--- config.mk ---
export PLATFORM = sky130hd
export DESIGN_NAME = pcrb_bank
export DESIGN_NICKNAME = d
export VERILOG_FILES = /design/src/hdl/pcrb_pkg.sv /design/src/hdl/pcrb_bank.sv
export SDC_FILE = /design/constraint.sdc
export NUM_CORES = 1
export LEC_CHECK = 0
export BUFFER_PORTS_ARGS = -buffer_cell sky130_fd_sc_hd__buf_4
export CAP_MARGIN = 10
export CORE_UTILIZATION = 40
export CTS_BUF_LIST = sky130_fd_sc_hd__clkbuf_4
export DETAILED_ROUTE_END_ITERATION = 8
export GPL_ROUTABILITY_DRIVEN = 0
export PLACE_DENSITY = 0.66
export SLEW_MARGIN = 40
export SYNTH_ARGS = -nofsm -noshare
export SYNTH_HDL_FRONTEND = slang
export SYNTH_SLANG_ARGS = --single-unit
--- constraint.sdc ---
create_clock -name clock -period 2.9 [get_ports clock]
set_clock_uncertainty 0.05 [all_clocks]
set_input_delay 0.435 -clock clock [delete_from_list [all_inputs] [get_ports clock]]
set_output_delay 0.435 -clock clock [all_outputs]
set_load 0.02 [all_outputs]
--- src/hdl/pcrb_pkg.sv ---
package pcrb_pkg;

  // ==========================================================
  // register offsets
  localparam logic [7:0] ADDR_IDENT      = 8'h00;
  localparam logic [7:0] ADDR_MEMVER     = 8'h01;
  localparam logic [7:0] ADDR_BUCK_CTRL  = 8'h02;
  localparam logic [7:0] ADDR_BUCK_LIM   = 8'h03;
  localparam logic [7:0] ADDR_PG_CFG_A   = 8'h15;
  localparam logic [7:0] ADDR_PG_CFG_B   = 8'h16;
  localparam logic [7:0] ADDR_PG_FAULTS  = 8'h17;
  localparam logic [7:0] ADDR_SW_RESET   = 8'h18;
  localparam logic [7:0] ADDR_EVT_TOP_A  = 8'h19;
  localparam logic [7:0] ADDR_EVT_TOP_B  = 8'h1a;
  localparam logic [7:0] ADDR_EVT_CONV   = 8'h1b;
  localparam logic [7:0] ADDR_EVT_LIN    = 8'h1c;
  localparam logic [7:0] ADDR_ST_TOP     = 8'h1d;
  localparam logic [7:0] ADDR_ST_CONV    = 8'h1e;
  localparam logic [7:0] ADDR_ST_LIN     = 8'h1f;
  localparam logic [7:0] ADDR_MSK_TOP_A  = 8'h20;
  localparam logic [7:0] ADDR_MSK_TOP_B  = 8'h21;
  localparam logic [7:0] ADDR_MSK_CONV   = 8'h22;
  localparam logic [7:0] ADDR_MSK_LIN    = 8'h23;
  localparam logic [7:0] ADDR_LOAD_SEL   = 8'h24;
  localparam logic [7:0] ADDR_LOAD_HIGH  = 8'h25;
  localparam logic [7:0] ADDR_LOAD_LOW   = 8'h26;

  // ==========================================================
  // field positions and reset values
  localparam int         BIT_FORCED      = 3;
  localparam int         BIT_DISCHARGE   = 2;
  localparam int         BIT_PIN_GATING  = 1;
  localparam int         BIT_ON          = 0;
  localparam logic [7:0] BUCK_CTRL_WMASK = 8'h0f;
  localparam logic [7:0] BUCK_CTRL_RST   = 8'h07;
  localparam logic [7:0] BUCK_LIM_RST    = 8'h2a;
  localparam logic [5:0] IDENT_LOW_RST   = 6'h02;
  localparam logic [7:0] ZERO_BYTE       = 8'h00;
  localparam logic [7:0] ALL_ONES        = 8'hff;

  // device address on the serial port
  localparam logic [6:0] DEV_ADDR        = 7'h60;

  // ==========================================================
  // serial engine states
  typedef enum logic [5:0] {
    ST_IDLE = 6'b000001,
    ST_ADDR = 6'b000010,
    ST_ACK  = 6'b000100,
    ST_RX   = 6'b001000,
    ST_TX   = 6'b010000,
    ST_MACK = 6'b100000
  } pcrb_state_type;

  // status inputs from the analog side
  typedef struct packed {
    logic [7:0] pg_faults;
    logic [7:0] st_top;
    logic [7:0] st_conv;
    logic [7:0] st_lin;
    logic [8:0] load_current;
  } pcrb_status_type;

  // first converter controls
  typedef struct packed {
    logic forced_switching;
    logic discharge_on;
    logic pin_gating;
    logic on;
    logic run;
  } pcrb_conv_type;

  // whole module state
  typedef struct packed {
    logic [1:0]     scl_s;
    logic [1:0]     sda_s;
    logic           scl_prev;
    logic           sda_prev;
    pcrb_state_type st;
    logic [3:0]     bitcnt;
    logic [7:0]     shift;
    logic           is_read;
    logic           have_reg;
    logic [7:0]     index;
    logic           sda_oe;
    logic [7:0]     buck_ctrl;
    logic [7:0]     buck_lim;
    logic [7:0]     pg_cfg_a;
    logic [7:0]     pg_cfg_b;
    logic [7:0]     sw_reset;
    logic [7:0]     evt_top_a;
    logic [7:0]     evt_top_b;
    logic [7:0]     evt_conv;
    logic [7:0]     evt_lin;
    logic [7:0]     msk_top_a;
    logic [7:0]     msk_top_b;
    logic [7:0]     msk_conv;
    logic [7:0]     msk_lin;
    logic [7:0]     load_sel;
    logic [1:0]     en_pin_s;
  } pcrb_regs_type;

endpackage

--- src/hdl/pcrb_bank.sv ---
// Summary of operation
// bit3 selects automatic or forced switching
// bit2 enables discharge while converter off
// bit1 adds enable pin gating
// bit0 turns converter on; high bits reserved
// address zero returns part code field
// address one returns memory version code
// read-only registers ignore writes
// access via device address, index, data
// index increments after written bytes only
`timescale 1ns/100ps
module pcrb_bank #(
  parameter logic [1:0] PART_CODE    = 2'h1,  // arbitrary value
  parameter logic [7:0] MEM_VER_CODE = 8'h11  // arbitrary value
) (
  input  wire logic                     clock,
  input  wire logic                     arst_n,
  input  wire logic                     scl_in,
  input  wire logic                     sda_in,
  output logic                          sda_out,
  output logic                          sda_oe,
  input  wire logic                     en_pin,
  input  wire pcrb_pkg::pcrb_status_type status,
  input  wire logic [7:0]               evt_set_top_a,
  input  wire logic [7:0]               evt_set_top_b,
  input  wire logic [7:0]               evt_set_conv,
  input  wire logic [7:0]               evt_set_lin,
  output pcrb_pkg::pcrb_conv_type       conv,
  output logic [7:0]                    buck_limits,
  output logic [7:0]                    pg_config_a,
  output logic [7:0]                    pg_config_b,
  output logic                          soft_reset,
  output logic [7:0]                    mask_top_a,
  output logic [7:0]                    mask_top_b,
  output logic [7:0]                    mask_conv,
  output logic [7:0]                    mask_lin,
  output logic                          load_select
);
  import pcrb_pkg::*;

  pcrb_regs_type q, d;
  logic          scl, sda, scl_rise, scl_fall, start_c, stop_c;
  logic [7:0]    rd_data;

  // ==========================================================
  // synchronised line levels and conditions
  assign scl      = q.scl_s[1];
  assign sda      = q.sda_s[1];
  assign scl_rise = scl & ~q.scl_prev;
  assign scl_fall = ~scl & q.scl_prev;
  assign start_c  = scl & q.scl_prev & q.sda_prev & ~sda;
  assign stop_c   = scl & q.scl_prev & ~q.sda_prev & sda;

  // ==========================================================
  // read multiplexer
  always_comb begin
    case (q.index)
      ADDR_IDENT:     rd_data = {PART_CODE, IDENT_LOW_RST};
      ADDR_MEMVER:    rd_data = MEM_VER_CODE;
      ADDR_BUCK_CTRL: rd_data = q.buck_ctrl;
      ADDR_BUCK_LIM:  rd_data = q.buck_lim;
      ADDR_PG_CFG_A:  rd_data = q.pg_cfg_a;
      ADDR_PG_CFG_B:  rd_data = q.pg_cfg_b;
      ADDR_PG_FAULTS: rd_data = status.pg_faults;
      ADDR_SW_RESET:  rd_data = q.sw_reset;
      ADDR_EVT_TOP_A: rd_data = q.evt_top_a;
      ADDR_EVT_TOP_B: rd_data = q.evt_top_b;
      ADDR_EVT_CONV:  rd_data = q.evt_conv;
      ADDR_EVT_LIN:   rd_data = q.evt_lin;
      ADDR_ST_TOP:    rd_data = status.st_top;
      ADDR_ST_CONV:   rd_data = status.st_conv;
      ADDR_ST_LIN:    rd_data = status.st_lin;
      ADDR_MSK_TOP_A: rd_data = q.msk_top_a;
      ADDR_MSK_TOP_B: rd_data = q.msk_top_b;
      ADDR_MSK_CONV:  rd_data = q.msk_conv;
      ADDR_MSK_LIN:   rd_data = q.msk_lin;
      ADDR_LOAD_SEL:  rd_data = q.load_sel;
      ADDR_LOAD_HIGH: rd_data = {7'h00, status.load_current[8]};
      ADDR_LOAD_LOW:  rd_data = status.load_current[7:0];
      default:        rd_data = ZERO_BYTE;
    endcase
  end

  // ==========================================================
  // next state: serial engine and register writes
  always_comb begin
    d = q;
    d.scl_s    = {q.scl_s[0], scl_in};
    d.sda_s    = {q.sda_s[0], sda_in};
    d.en_pin_s = {q.en_pin_s[0], en_pin};
    d.scl_prev = scl;
    d.sda_prev = sda;
    // event flags: hardware set wins over host clear
    d.evt_top_a = q.evt_top_a | evt_set_top_a;
    d.evt_top_b = q.evt_top_b | evt_set_top_b;
    d.evt_conv  = q.evt_conv | evt_set_conv;
    d.evt_lin   = q.evt_lin | evt_set_lin;
    d.sw_reset  = ZERO_BYTE;  // self-clearing
    if (stop_c) begin
      d.st     = ST_IDLE;
      d.sda_oe = 1'b0;
    end else if (start_c) begin
      d.st       = ST_ADDR;
      d.bitcnt   = 4'h0;
      d.have_reg = 1'b0;
      d.sda_oe   = 1'b0;
    end else begin
      case (q.st)
        ST_IDLE: d.sda_oe = 1'b0;
        ST_ADDR, ST_RX: begin
          if (scl_rise) begin
            d.shift  = {q.shift[6:0], sda};
            d.bitcnt = q.bitcnt + 4'h1;
          end
          if (scl_fall && q.bitcnt == 4'h8) begin
            d.bitcnt = 4'h0;
            if (q.st == ST_ADDR) begin
              if (q.shift[7:1] == DEV_ADDR) begin
                d.is_read = q.shift[0];
                d.sda_oe  = 1'b1;
                d.st      = ST_ACK;
              end else begin
                d.st = ST_IDLE;
              end
            end else begin
              d.sda_oe = 1'b1;
              d.st     = ST_ACK;
              if (!q.have_reg) begin
                d.index    = q.shift;
                d.have_reg = 1'b1;
              end else begin
                case (q.index)  // read-only offsets fall to default
                  ADDR_BUCK_CTRL: d.buck_ctrl = q.shift & BUCK_CTRL_WMASK;
                  ADDR_BUCK_LIM:  d.buck_lim  = q.shift;
                  ADDR_PG_CFG_A:  d.pg_cfg_a  = q.shift;
                  ADDR_PG_CFG_B:  d.pg_cfg_b  = q.shift;
                  ADDR_SW_RESET:  d.sw_reset  = q.shift;
                  ADDR_EVT_TOP_A: d.evt_top_a = (q.evt_top_a & ~q.shift) | evt_set_top_a;
                  ADDR_EVT_TOP_B: d.evt_top_b = (q.evt_top_b & ~q.shift) | evt_set_top_b;
                  ADDR_EVT_CONV:  d.evt_conv  = (q.evt_conv & ~q.shift) | evt_set_conv;
                  ADDR_EVT_LIN:   d.evt_lin   = (q.evt_lin & ~q.shift) | evt_set_lin;
                  ADDR_MSK_TOP_A: d.msk_top_a = q.shift;
                  ADDR_MSK_TOP_B: d.msk_top_b = q.shift;
                  ADDR_MSK_CONV:  d.msk_conv  = q.shift;
                  ADDR_MSK_LIN:   d.msk_lin   = q.shift;
                  ADDR_LOAD_SEL:  d.load_sel  = q.shift;
                  default:        d.index     = q.index;
                endcase
                d.index = q.index + 8'h01;
              end
            end
          end
        end
        ST_ACK: begin
          // release ack after ninth clock
          if (scl_fall) begin
            if (q.is_read) begin
              d.st     = ST_TX;
              d.shift  = rd_data;  // no increment on read
              d.sda_oe = ~rd_data[7];
              d.bitcnt = 4'h1;
            end else begin
              d.st     = ST_RX;
              d.sda_oe = 1'b0;
            end
          end
        end
        ST_TX: begin
          if (scl_fall) begin
            if (q.bitcnt == 4'h8) begin
              d.sda_oe = 1'b0;
              d.st     = ST_MACK;
            end else begin
              d.shift  = {q.shift[6:0], 1'b0};
              d.sda_oe = ~q.shift[6];
              d.bitcnt = q.bitcnt + 4'h1;
            end
          end
        end
        ST_MACK: begin
          // master ack repeats same register, nack ends
          if (scl_rise) begin
            d.st = sda ? ST_IDLE : ST_ACK;
            d.is_read = 1'b1;
          end
        end
        default: d.st = ST_IDLE;
      endcase
    end
  end

  // ==========================================================
  // state register
  always_ff @(posedge clock or negedge arst_n) begin
    if (!arst_n) begin
      q           <= '0;
      q.scl_s     <= 2'b11;
      q.sda_s     <= 2'b11;
      q.scl_prev  <= 1'b1;
      q.sda_prev  <= 1'b1;
      q.st        <= ST_IDLE;
      q.buck_ctrl <= BUCK_CTRL_RST;
      q.buck_lim  <= BUCK_LIM_RST;
    end else begin
      q <= d;
    end
  end

  // ==========================================================
  // outputs
  assign sda_out               = 1'b0;  // open drain, low only
  assign sda_oe                = q.sda_oe;
  assign conv.forced_switching = q.buck_ctrl[BIT_FORCED];
  assign conv.discharge_on     = q.buck_ctrl[BIT_DISCHARGE] & ~conv.run;
  assign conv.pin_gating       = q.buck_ctrl[BIT_PIN_GATING];
  assign conv.on               = q.buck_ctrl[BIT_ON];
  assign conv.run              = q.buck_ctrl[BIT_ON]
                                 & (~q.buck_ctrl[BIT_PIN_GATING] | q.en_pin_s[1]);
  assign buck_limits           = q.buck_lim;
  assign pg_config_a           = q.pg_cfg_a;
  assign pg_config_b           = q.pg_cfg_b;
  assign soft_reset            = q.sw_reset[0];
  assign mask_top_a            = q.msk_top_a;
  assign mask_top_b            = q.msk_top_b;
  assign mask_conv             = q.msk_conv;
  assign mask_lin              = q.msk_lin;
  assign load_select           = q.load_sel[0];

endmodule

After elaboration in Yosys (flattened, before gate mapping)
Cells that the tools add are included.

storage, ports and cells
  output and inout port bits = 65
  bits in registers = 145
  word-level logic and storage cells = 192

cells by class
  add/sub/neg operators = 2
  bitwise logic cells = 34
  multiplexer cells = 54
  equal/unequal tests = 51
  reduce and logical (&&, ||, !) cells = 25

operator list
  cell                                                                   number
  80-bit two-way mux                                                     3
  108-bit two-way mux                                                    2
  8-bit case mux with 22 select lines                                    1
  123-bit two-way mux                                                    1
  8-bit two-way mux                                                      14
  8-bit by 5-bit equality test with 1-bit output, second input constant  11
  7-bit AND reduction                                                    11
  8-bit OR                                                               8
  8-bit by 6-bit equality test with 1-bit output, second input constant  7
  12-bit two-way mux                                                     3
  18-bit two-way mux                                                     2
  12-bit case mux with 3 select lines                                    1
  8-bit AND                                                              4
  6-bit case mux with 5 select lines                                     1
  6-bit two-way mux                                                      4
  4-bit inequality test, second input constant                           6
  10-bit two-way mux                                                     2
  2-bit inequality test, second input constant                           10
  9-bit two-way mux                                                      2
  8-bit by 2-bit equality test with 1-bit output, second input constant  2
  3-bit inequality test, second input constant                           5
  1-bit two-way mux                                                      12
  1-bit NOT                                                              11
  5-bit AND reduction                                                    2
  30 further kinds                                                       41

Depth between registers and ports, before layout
Gate-level depths: netlist of run 1.

  depth after elaboration = 10
  gate-level depth with buffers = 10

Worst setup path after synthesis of run 1
Ideal clock, no wire load.

  path kind = reg2reg
  from = register q[133] (netlist name)
  to = register q (netlist bit load_select)
  data arrival time = 2.245 ns
  stages on the path, launching flop included = 9
  data required time = 2.725 ns
  path slack = 0.480 ns
  period minus slack after synthesis = 2.420 ns
  cells stage by stage = dfrtp_1 -> inv_1 -> ha_1 -> and3b_1 -> nand2_1 -> or3_1 -> buf_2 -> nor3b_4 -> mux2_2

between the ends
  longest elaborated chain between the ends = 3

ends and longest elaborated chain
  item                                  RTL line          source
  from (decl)                           pcrb_bank.sv:41   pcrb_regs_type q, d;
  4-bit equality test                   pcrb_bank.sv:115  if (scl_fall && q.bitcnt == 4'h8) begin
  1-bit logical AND                     pcrb_bank.sv:115
  7-bit AND reduction (no source line)  --

Every way passes these cells.
A chain may end at the register's enable or synchronous reset.

Final worst setup path of run 1
  from = register q[133] (netlist name)
  to = register q[6] (netlist name)

Same word-level chain as after synthesis.

==> impl.org, run 1 <==
** Status
- The flow ran to the end, and the final reports show no timing, DRC or antenna violations.

** Global route
- Number of global-route vias before repair :: 6681
- Entering global routing, the biggest net connects 74 pins.
- Antenna violations before repair :: 1
- Global routing used 26.52% of the available tracks across all layers.
- The first global-routing pass estimated 40010 um of wire.
- The total overflow left after global routing is 0.

** Synth
- A synthesized cell averages 10.46 um^2.
- By area the synthesized netlist is led by dfrtp_1, mux2_2, buf_4.
- Leading area contributor after synthesis :: dfrtp_1
- Counting every instance in the synthesized netlist gives 769.
- Yosys printed 0 warnings.
- Number of synthesized flops with an enable pin :: 0
- Flip-flop and latch count after synthesis :: 145
- Asr flop ratio synth :: 100.0%
- Top_reg_cell synth :: dfrtp_1
- When the netlist entered floorplanning its net count stood at 853.
- Area share of the largest cell type after synthesis :: 41.05%
- Synthesis instantiated 77 different standard cells from the library.
- The share of the Yosys chip area taken by registers is 45.30%.
- The synthesized netlist occupies a cell area of 0.008046 mm^2.

** Timing
- Timing would allow up to 0.3675 GHz.
- The worst pin sits at a relative slew slack of 42.16%.
- Final Hold Viols :: 0
- Crit share post-route :: 93.84%
- Number of setup violations in the final report :: 0
- Fin crit period :: 2.721 ns
- Setup repair after global routing missed its margin :: false
- In the final timing run, aggregate negative setup slack is 0 ns.
- Pins over their slew limit :: 0
- At the pin with the least slew margin, the transition time is 0.8677 ns.

** Critical path
- The largest individual stage delay along the critical path comes from the cell dfrtp_1.
- Critical Path Fanout Max :: 8
- Timing endpoint of the critical path :: q[6]
- Slowest Stage Delay on Critical Path :: 0.44 ns
- Endpoint type of the worst setup path :: flop
- The critical path starts at q[133].
- Dominant delay contributor by cell family on the critical path :: simple AND/OR/NAND/NOR gates
- Number of gates on the worst path with buffers counted :: 8
- At the worst endpoint, the required time is 3.32 ns.
- The setup path with the least slack is of type reg -> reg.
- Worst Path Buf+Inv :: 2
- Worst reg2reg endpoint :: q[6]
- Source of the worst register-to-register timing path :: q[133]
- Measured in cells, the most critical reg-to-reg path has a length of 8.
- Worst EP arrival :: 3.15 ns
- The worst register-to-register path has a setup slack of 0.18 ns.
- Startpoint type of the worst setup path :: flop
- CP cell instances :: inv_1, ha_1, and3b_1, nand2_1, or3_1, buf_4, nor3b_4, mux2_2

** Place
- Detail Placement HPWL :: 18520 um
- In this run the cell area measured after placement is 0.009085 mm^2.
- Quantity of I/O buffers inserted on ports :: 141

** Clock tree
- Sink Count :: 145
- Counting along the longest clock path gives a buffer depth of 2.
- The H-tree was split into 4 levels.
- Clk slew on worst S/H paths :: 0.12 ns
- In this run, CTS created clock tree buffers numbering 17.
- Clock tree from TritonCTS :: yes
- The root buffer cell chosen for the clock tree is clkbuf_4.
- For the worst-skew pair, the clock arrives at the later sink with an insertion delay of 0.60 ns.

** Floorplan
- In this run the core area contains 51 standard-cell rows.
- Y dimension of the die :: 143.8 um
- The die is 143.8 um wide.
- I/O pin cnt :: 143
- The core region is 0.01959 mm^2.
- The floorplan step defined a die boundary enclosing 0.02069 mm^2.
- Once the floorplan was initialized, standard cells occupied 41.07% of the core.

** Run
- Number of maximum-capacitance constraint violations :: 0

** Power and ir drop
- Internal cell power :: 2.946 mW
- Clock network power share :: 34.8%
- The worst-case IR drop observed on VDD is 0.2474 mV.
- Combinational power share :: 13.0%
- In this run the power density over the cells is 429.7 mW/mm^2.
- Registers are responsible for 52.2% of the overall power.
- Switching power total :: 1.251 mW
- For this design the static power due to leakage is 4.325 nW.
- Net switching is 29.81% of the power.

** Cells and area
- Commonest non-fill, non-tap cell in the layout :: buf_4
- Final design utilization :: 49.87%
- The finished cells cover 0.009769 mm^2.
- Layout cells sized above 1 :: 35.71%
- Nets@finish :: 970
- In the layout the commonest cells are buf_4, dfrtp_1, mux2_2.
- Area growth from synthesis to layout :: 21.41%

** Drt
- Dividing the detail-routed wire length by the instance count gives 22.57 um.
- Initial detailed-routing violation count :: 661
- Length of the first detailed-routing pass in iterations :: 5
- Via count normalized by instance count :: 5.878
- Post-detailed-route count of antenna-violating nets :: 0
- Routed WL :: 26320 um
- The routed layout has 6854 vias.
- Count of unresolved DRC violations after routing :: 0

** Worst hold path
- In this run the worst hold path is classified as in -> reg.
==> cell usage after synthesis, types with 6 or more instances <==
master and count:
a22oi_1 22, dfstp_2 13, nand2_1 64, a22o_1 16
buf_2 7, inv_1 11, dfrtp_1 132, a32oi_1 9
nor3_1 9, clkbuf_1 42, o21ai_0 19, mux2_2 75
o22ai_1 16, ha_1 6, nand4_1 6, buf_4 60
and3_1 13, a21o_1 35, and2_1 12, a21oi_1 29
a31oi_1 6, nor2_1 24, nand3_1 29, o211ai_1 6
mux2i_1 7, a222oi_1 7, nor2b_1 12
==> power by group through the flow <==
stage	clock, mW	sequential, mW	combinational, mW
2_1_floorplan	0	2.14	0.272
3_3_place_gp	0	2.22	0.496
3_5_place_dp	0	2.22	0.497
4_1_cts	1.48	2.19	0.539
5_1_grt	1.56	2.20	0.581
6_report	1.46	2.19	0.545
==> sequential cells by signal, indices dropped and copies added (netlist names), 5 cells and up <==
name and flops:
pg_config_a 8, mask_lin 8, d 5, mask_top_a 8, pg_config_b 8, q 78, mask_conv 8, mask_top_b 8
buck_limits 8
==> worst min path at each step <==
stage	endpoint	startpoint	cells past startpoint
after global placement	d[143]	d[146]	0
final	q[125]	status[0]	5
after global routing	q[131]	status[6]	5
after detailed placement	d[144]	d[148]	0
after CTS	q[125]	status[0]	5
after floorplan	buck_limits[0]	arst_n	0
==> metal layers <==
layer | part of all wire, % | vias to the layer above | GRT usage (%)
met5 | 0 | - | 0
met4 | 3.1 | 0 | 10.47
met3 | 8.4 | 59 | 5.898
met2 | 46 | 396 | 41.55
met1 | 43 | 3398 | 35.47
li1 | - | 3001 | -
==> cell type report <==
class | count | area (um^2)
Clock buffer | 19 | 142.6
Multi-Input combinational cell | 502 | 3702
Clock inverter | 13 | 176.4
Antenna cell | 2 | 5.005
Inverter | 11 | 41.29
Tap cell | 265 | 331.6
Timing Repair Buffer | 209 | 1725
Sequential cell | 145 | 3645
Fill cell | 1816 | 9821
==> cell families after synthesis <==
group	Yosys count	synth area share, %
flip-flops	145	45.30
AND/OR/NAND/NOR	220	16.39
adder cells (fa/ha/maj)	6	0.9330
AO/OA/AOI/OAI	190	16.95
buffers and inverters	122	8.692
XOR/XNOR	3	0.3266
multiplexers	82	11.37
other	1	0.04660
==> stage by stage <==
stage | worst slack, ns | total power [mW] | std cells | hold slack [ns]
CTS | 0.2086 | 4.206 | 1164 | 0.2240
global placement | 0.2793 | 2.717 | 1096 | 0.2967
floorplan | 0.4805 | 2.417 | 769 | 0.08941
global route | 0.03075 | 4.342 | 1166 | 0.2534
finish | 0.1786 | 4.198 | 1166 | 0.2455
detailed placement | 0.2226 | 2.722 | 1096 | 0.2968
==> tightest hold or removal path: stages <==
cell	delay [ns]
buf_4	0.09
nand3_1	0.07
nand4_1	0.09
nor3_1	0.05
o22ai_1	0.11
==> repair_timing <==
action	CTS	global route
hold endpoints to repair	100	0
hold buffers	36	0
resized for setup	0	0
buffers inserted	0	0
setup endpoints to repair	0	0
(Power assumes the default switching activity.)
==> inputs of run 2 (changes only) <==
Settings changed: CORE_ASPECT_RATIO from default to 0.8.
==> impl.org, run 2 (synthesized netlist as in run 1, its figures left out) <==
** Status
- Run status :: finished, violations left (was completed)
- The final reports fail on DRC.

** Critical path
- Worst-case reg-to-reg path depth :: 6 (was 8)
- The cell count along the critical path was 6 (was 8).
- The largest fanout of any net on the critical path came to 10 (was 8).
- The end of the critical path is pg_config_b[5] (was q[6]).
- The capturing element type of the critical path was a flop (unchanged).
- The endpoint of the worst-slack reg-to-reg timing path is pg_config_b[5] (was q[6]).
- The reg-to-reg startpoint is q[115] (was q[133]).
- Dominant delay contributor by cell family on the critical path :: simple AND/OR/NAND/NOR gates (unchanged)
- Startpoint type of the worst setup path :: flop (unchanged)
- CP cell instances: inv_1, ha_1, buf_4, nand2_1, nor3_4, mux2_2 (was inv_1, ha_1, and3b_1, nand2_1, or3_1, buf_4, nor3b_4, mux2_2).
- The signal arrival time at the worst endpoint was 3.08 ns (was 3.15 ns).
- Worst Path Class, Setup :: reg -> reg (unchanged)
- The worst-path cell with the longest stage delay was ha_1 (was dfrtp_1).
- Slowest Stage Delay on Critical Path :: 0.52 ns (was 0.44 ns)
- The critical path required time was 3.31 ns (was 3.32 ns).
- Worst Path Buf+Inv :: 2 (unchanged)
- The flop-to-flop setup slack was 0.23 ns (was 0.18 ns).
- The launching instance or port of the critical path was q[115] (was q[133]).

** Worst hold path
- Worst Hold Class :: in -> reg (unchanged)
- The startpoint of the most critical hold path is status[6] (was status[0]).

** Drt
- The number of antenna-violating nets in the routed design came to 0 (unchanged).
- The count of TritonRoute iterations in the first routing pass was 9 (was 5).
- Initial detailed-routing violation count :: 788 (was 661)
- The wire length after detailed routing was 26360 um (was 26320 um).
- The remaining design rule violation count is 2 (was 0).
- Detailed-route via count :: 6916 (was 6854)
- Via count normalized by instance count :: 5.886 (was 5.878)
- Routed len/inst :: 22.43 um (was 22.57 um)

** Cells and area
- The total area of sequential cells came to 0.003645 mm^2 (unchanged).
- The area of combinational cells with multiple inputs came to 0.003702 mm^2 (unchanged).
- Area growth from synthesis to layout :: 22.10% (was 21.41%)
- Layout cells sized above 1 :: 36.26% (was 35.71%)
- Nets@finish :: 981 (was 970)
- Most used cells in the layout excluding fill and tap cells :: buf_4, dfrtp_1, mux2_2 (unchanged)
- Commonest non-fill, non-tap cell in the layout :: buf_4 (unchanged)
- The count of non-filler cells in the finished layout was 1175 (was 1166).
- The post-route standard cell area excluding fillers is 0.009824 mm^2 (was 0.009769 mm^2).
- The core occupancy in the finished layout is 49.77% (was 49.87%).
- Filler cells :: 1872 (was 1816)
- Number of flip-flops under the largest register name :: 78 (unchanged)
- Largest register by flop count :: q (unchanged)

** Global route
- The global-route wire length before repair was 40740 um (was 40010 um).
- The via count of the first global-routing pass came to 6750 (was 6681).
- Global-route total usage across every layer :: 26.48% (was 26.52%)
- The pin count of the biggest net entering global routing came to 57 (was 74).
- Antenna violations before repair :: 1 (unchanged)
- The total grt overflow is 0 (unchanged).

** Clock tree
- The clock-pin slew on the worst setup and hold paths is 0.14 ns (was 0.12 ns).
- The clock root buffer is clkbuf_4 (unchanged).
- Latest clock arrival within the worst-skew pair :: 0.58 ns (was 0.60 ns)
- Maximum level of the CTS H-tree :: 4 (unchanged)
- The CTS buffer count was 17 (unchanged).
- The clock tree from TritonCTS is yes (unchanged).
- Sink Count :: 145 (unchanged)
- The maximum count of clock buffers along a single path came to 2 (unchanged).

** Place
- The number of buffer cells added on primary ports is 141 (unchanged).
- The worst slack after detailed placement was 0.2825 ns (was 0.2226 ns).
- Post-place instance area :: 0.009154 mm^2 (was 0.009085 mm^2)
- Detail Placement HPWL :: 19090 um (was 18520 um)
- The placed instance count was 1106 (was 1096).

** Timing
- The sum of negative setup slack came to 0 ns (unchanged).
- The worst slew slack as a fraction of its limit came to 44.07% (was 42.16%).
- The setup slack after layout was 0.2337 ns (was 0.1786 ns).
- The minimum clock period after layout is 2.666 ns (was 2.721 ns).
- The fmax was 0.3750 GHz (was 0.3675 GHz).
- The minimum hold slack was 0.2746 ns (was 0.2455 ns).
- Setup repair after global routing missed its margin: false (unchanged).
- The final-report setup violation count is 0 (unchanged).
- The actual transition at the worst max-transition pin is 0.8390 ns (was 0.8677 ns).
- The count of final hold-check violations came to 0 (unchanged).
- Pins over their slew limit :: 0 (unchanged)
- Crit share post-route :: 91.94% (was 93.84%)

** Floorplan
- Floorplan die width :: 160.6 um (was 143.8 um)
- Y dimension of the die :: 128.9 um (was 143.8 um)
- The area of the die is 0.02069 mm^2 (about the same).
- Rows :: 46 (was 51)
- The starting utilization of the core area is 40.76% (was 41.07%).
- The core footprint was 0.01974 mm^2 (was 0.01959 mm^2).
- I/O pin cnt :: 143 (unchanged)

** Power and ir drop
- Tot Pwr :: 4.137 mW (was 4.198 mW)
- The peak supply drop was 0.2766 mV (was 0.2474 mV).
- Power per Cell Area :: 421.1 mW/mm^2 (was 429.7 mW/mm^2)
- Leakage component of the power :: 4.364 nW (was 4.325 nW)

** Run
- The number of max-cap violations was 0 (unchanged).
==> run 2: where the power goes <==
group | switching (mW) | total, mW | internal, mW
clock | 0.819 | 1.42 | 0.605
combinational | 0.267 | 0.495 | 0.228
sequential | 0.142 | 2.22 | 2.08
total | 1.23 | 4.14 | 2.91
==> run 2: cell type report <==
class	instances	area share, %
well taps	264	3.362
diodes	1	0.02547
clock buffers	17	1.299
flip-flops and latches	145	37.10
repair buffers	220	18.28
inverters	11	0.4203
multi-input cells	502	37.68
clock inverters	15	1.834
==> run 2: worst register-to-register path: stages, from the launching register on <==
cell,delay [ns]
dfrtp_1,0.47
inv_1,0.11
ha_1,0.52
buf_4,0.27
nand2_1,0.25
nor3_4,0.49
mux2_2,0.40
==> run 2: what timing repair did <==
action,CTS,global route
resized for setup,0,0
hold buffers,36,0
setup buffers,0,0
hold endpoints to repair,85,0
setup endpoints to repair,0,0
==> run 2: worst min path at each step <==
stage,to,slack [ns],depth (start not counted)
2_1_floorplan,buck_limits[0],0.09,0
3_3_place_gp,q[1],0.28,0
3_5_place_dp,q[1],0.30,0
4_1_cts,q[128],0.25,5
5_1_grt,q[125],0.26,5
6_report,q[131],0.27,5
==> run 2: routing by layer <==
layer,global-route usage (%),wire [um],vias up
met4,8.459,635,0
met1,37.60,11460,3450
li1,-,-,3030
met5,0,0,-
met3,7.092,2646,49
met2,39.19,11620,387
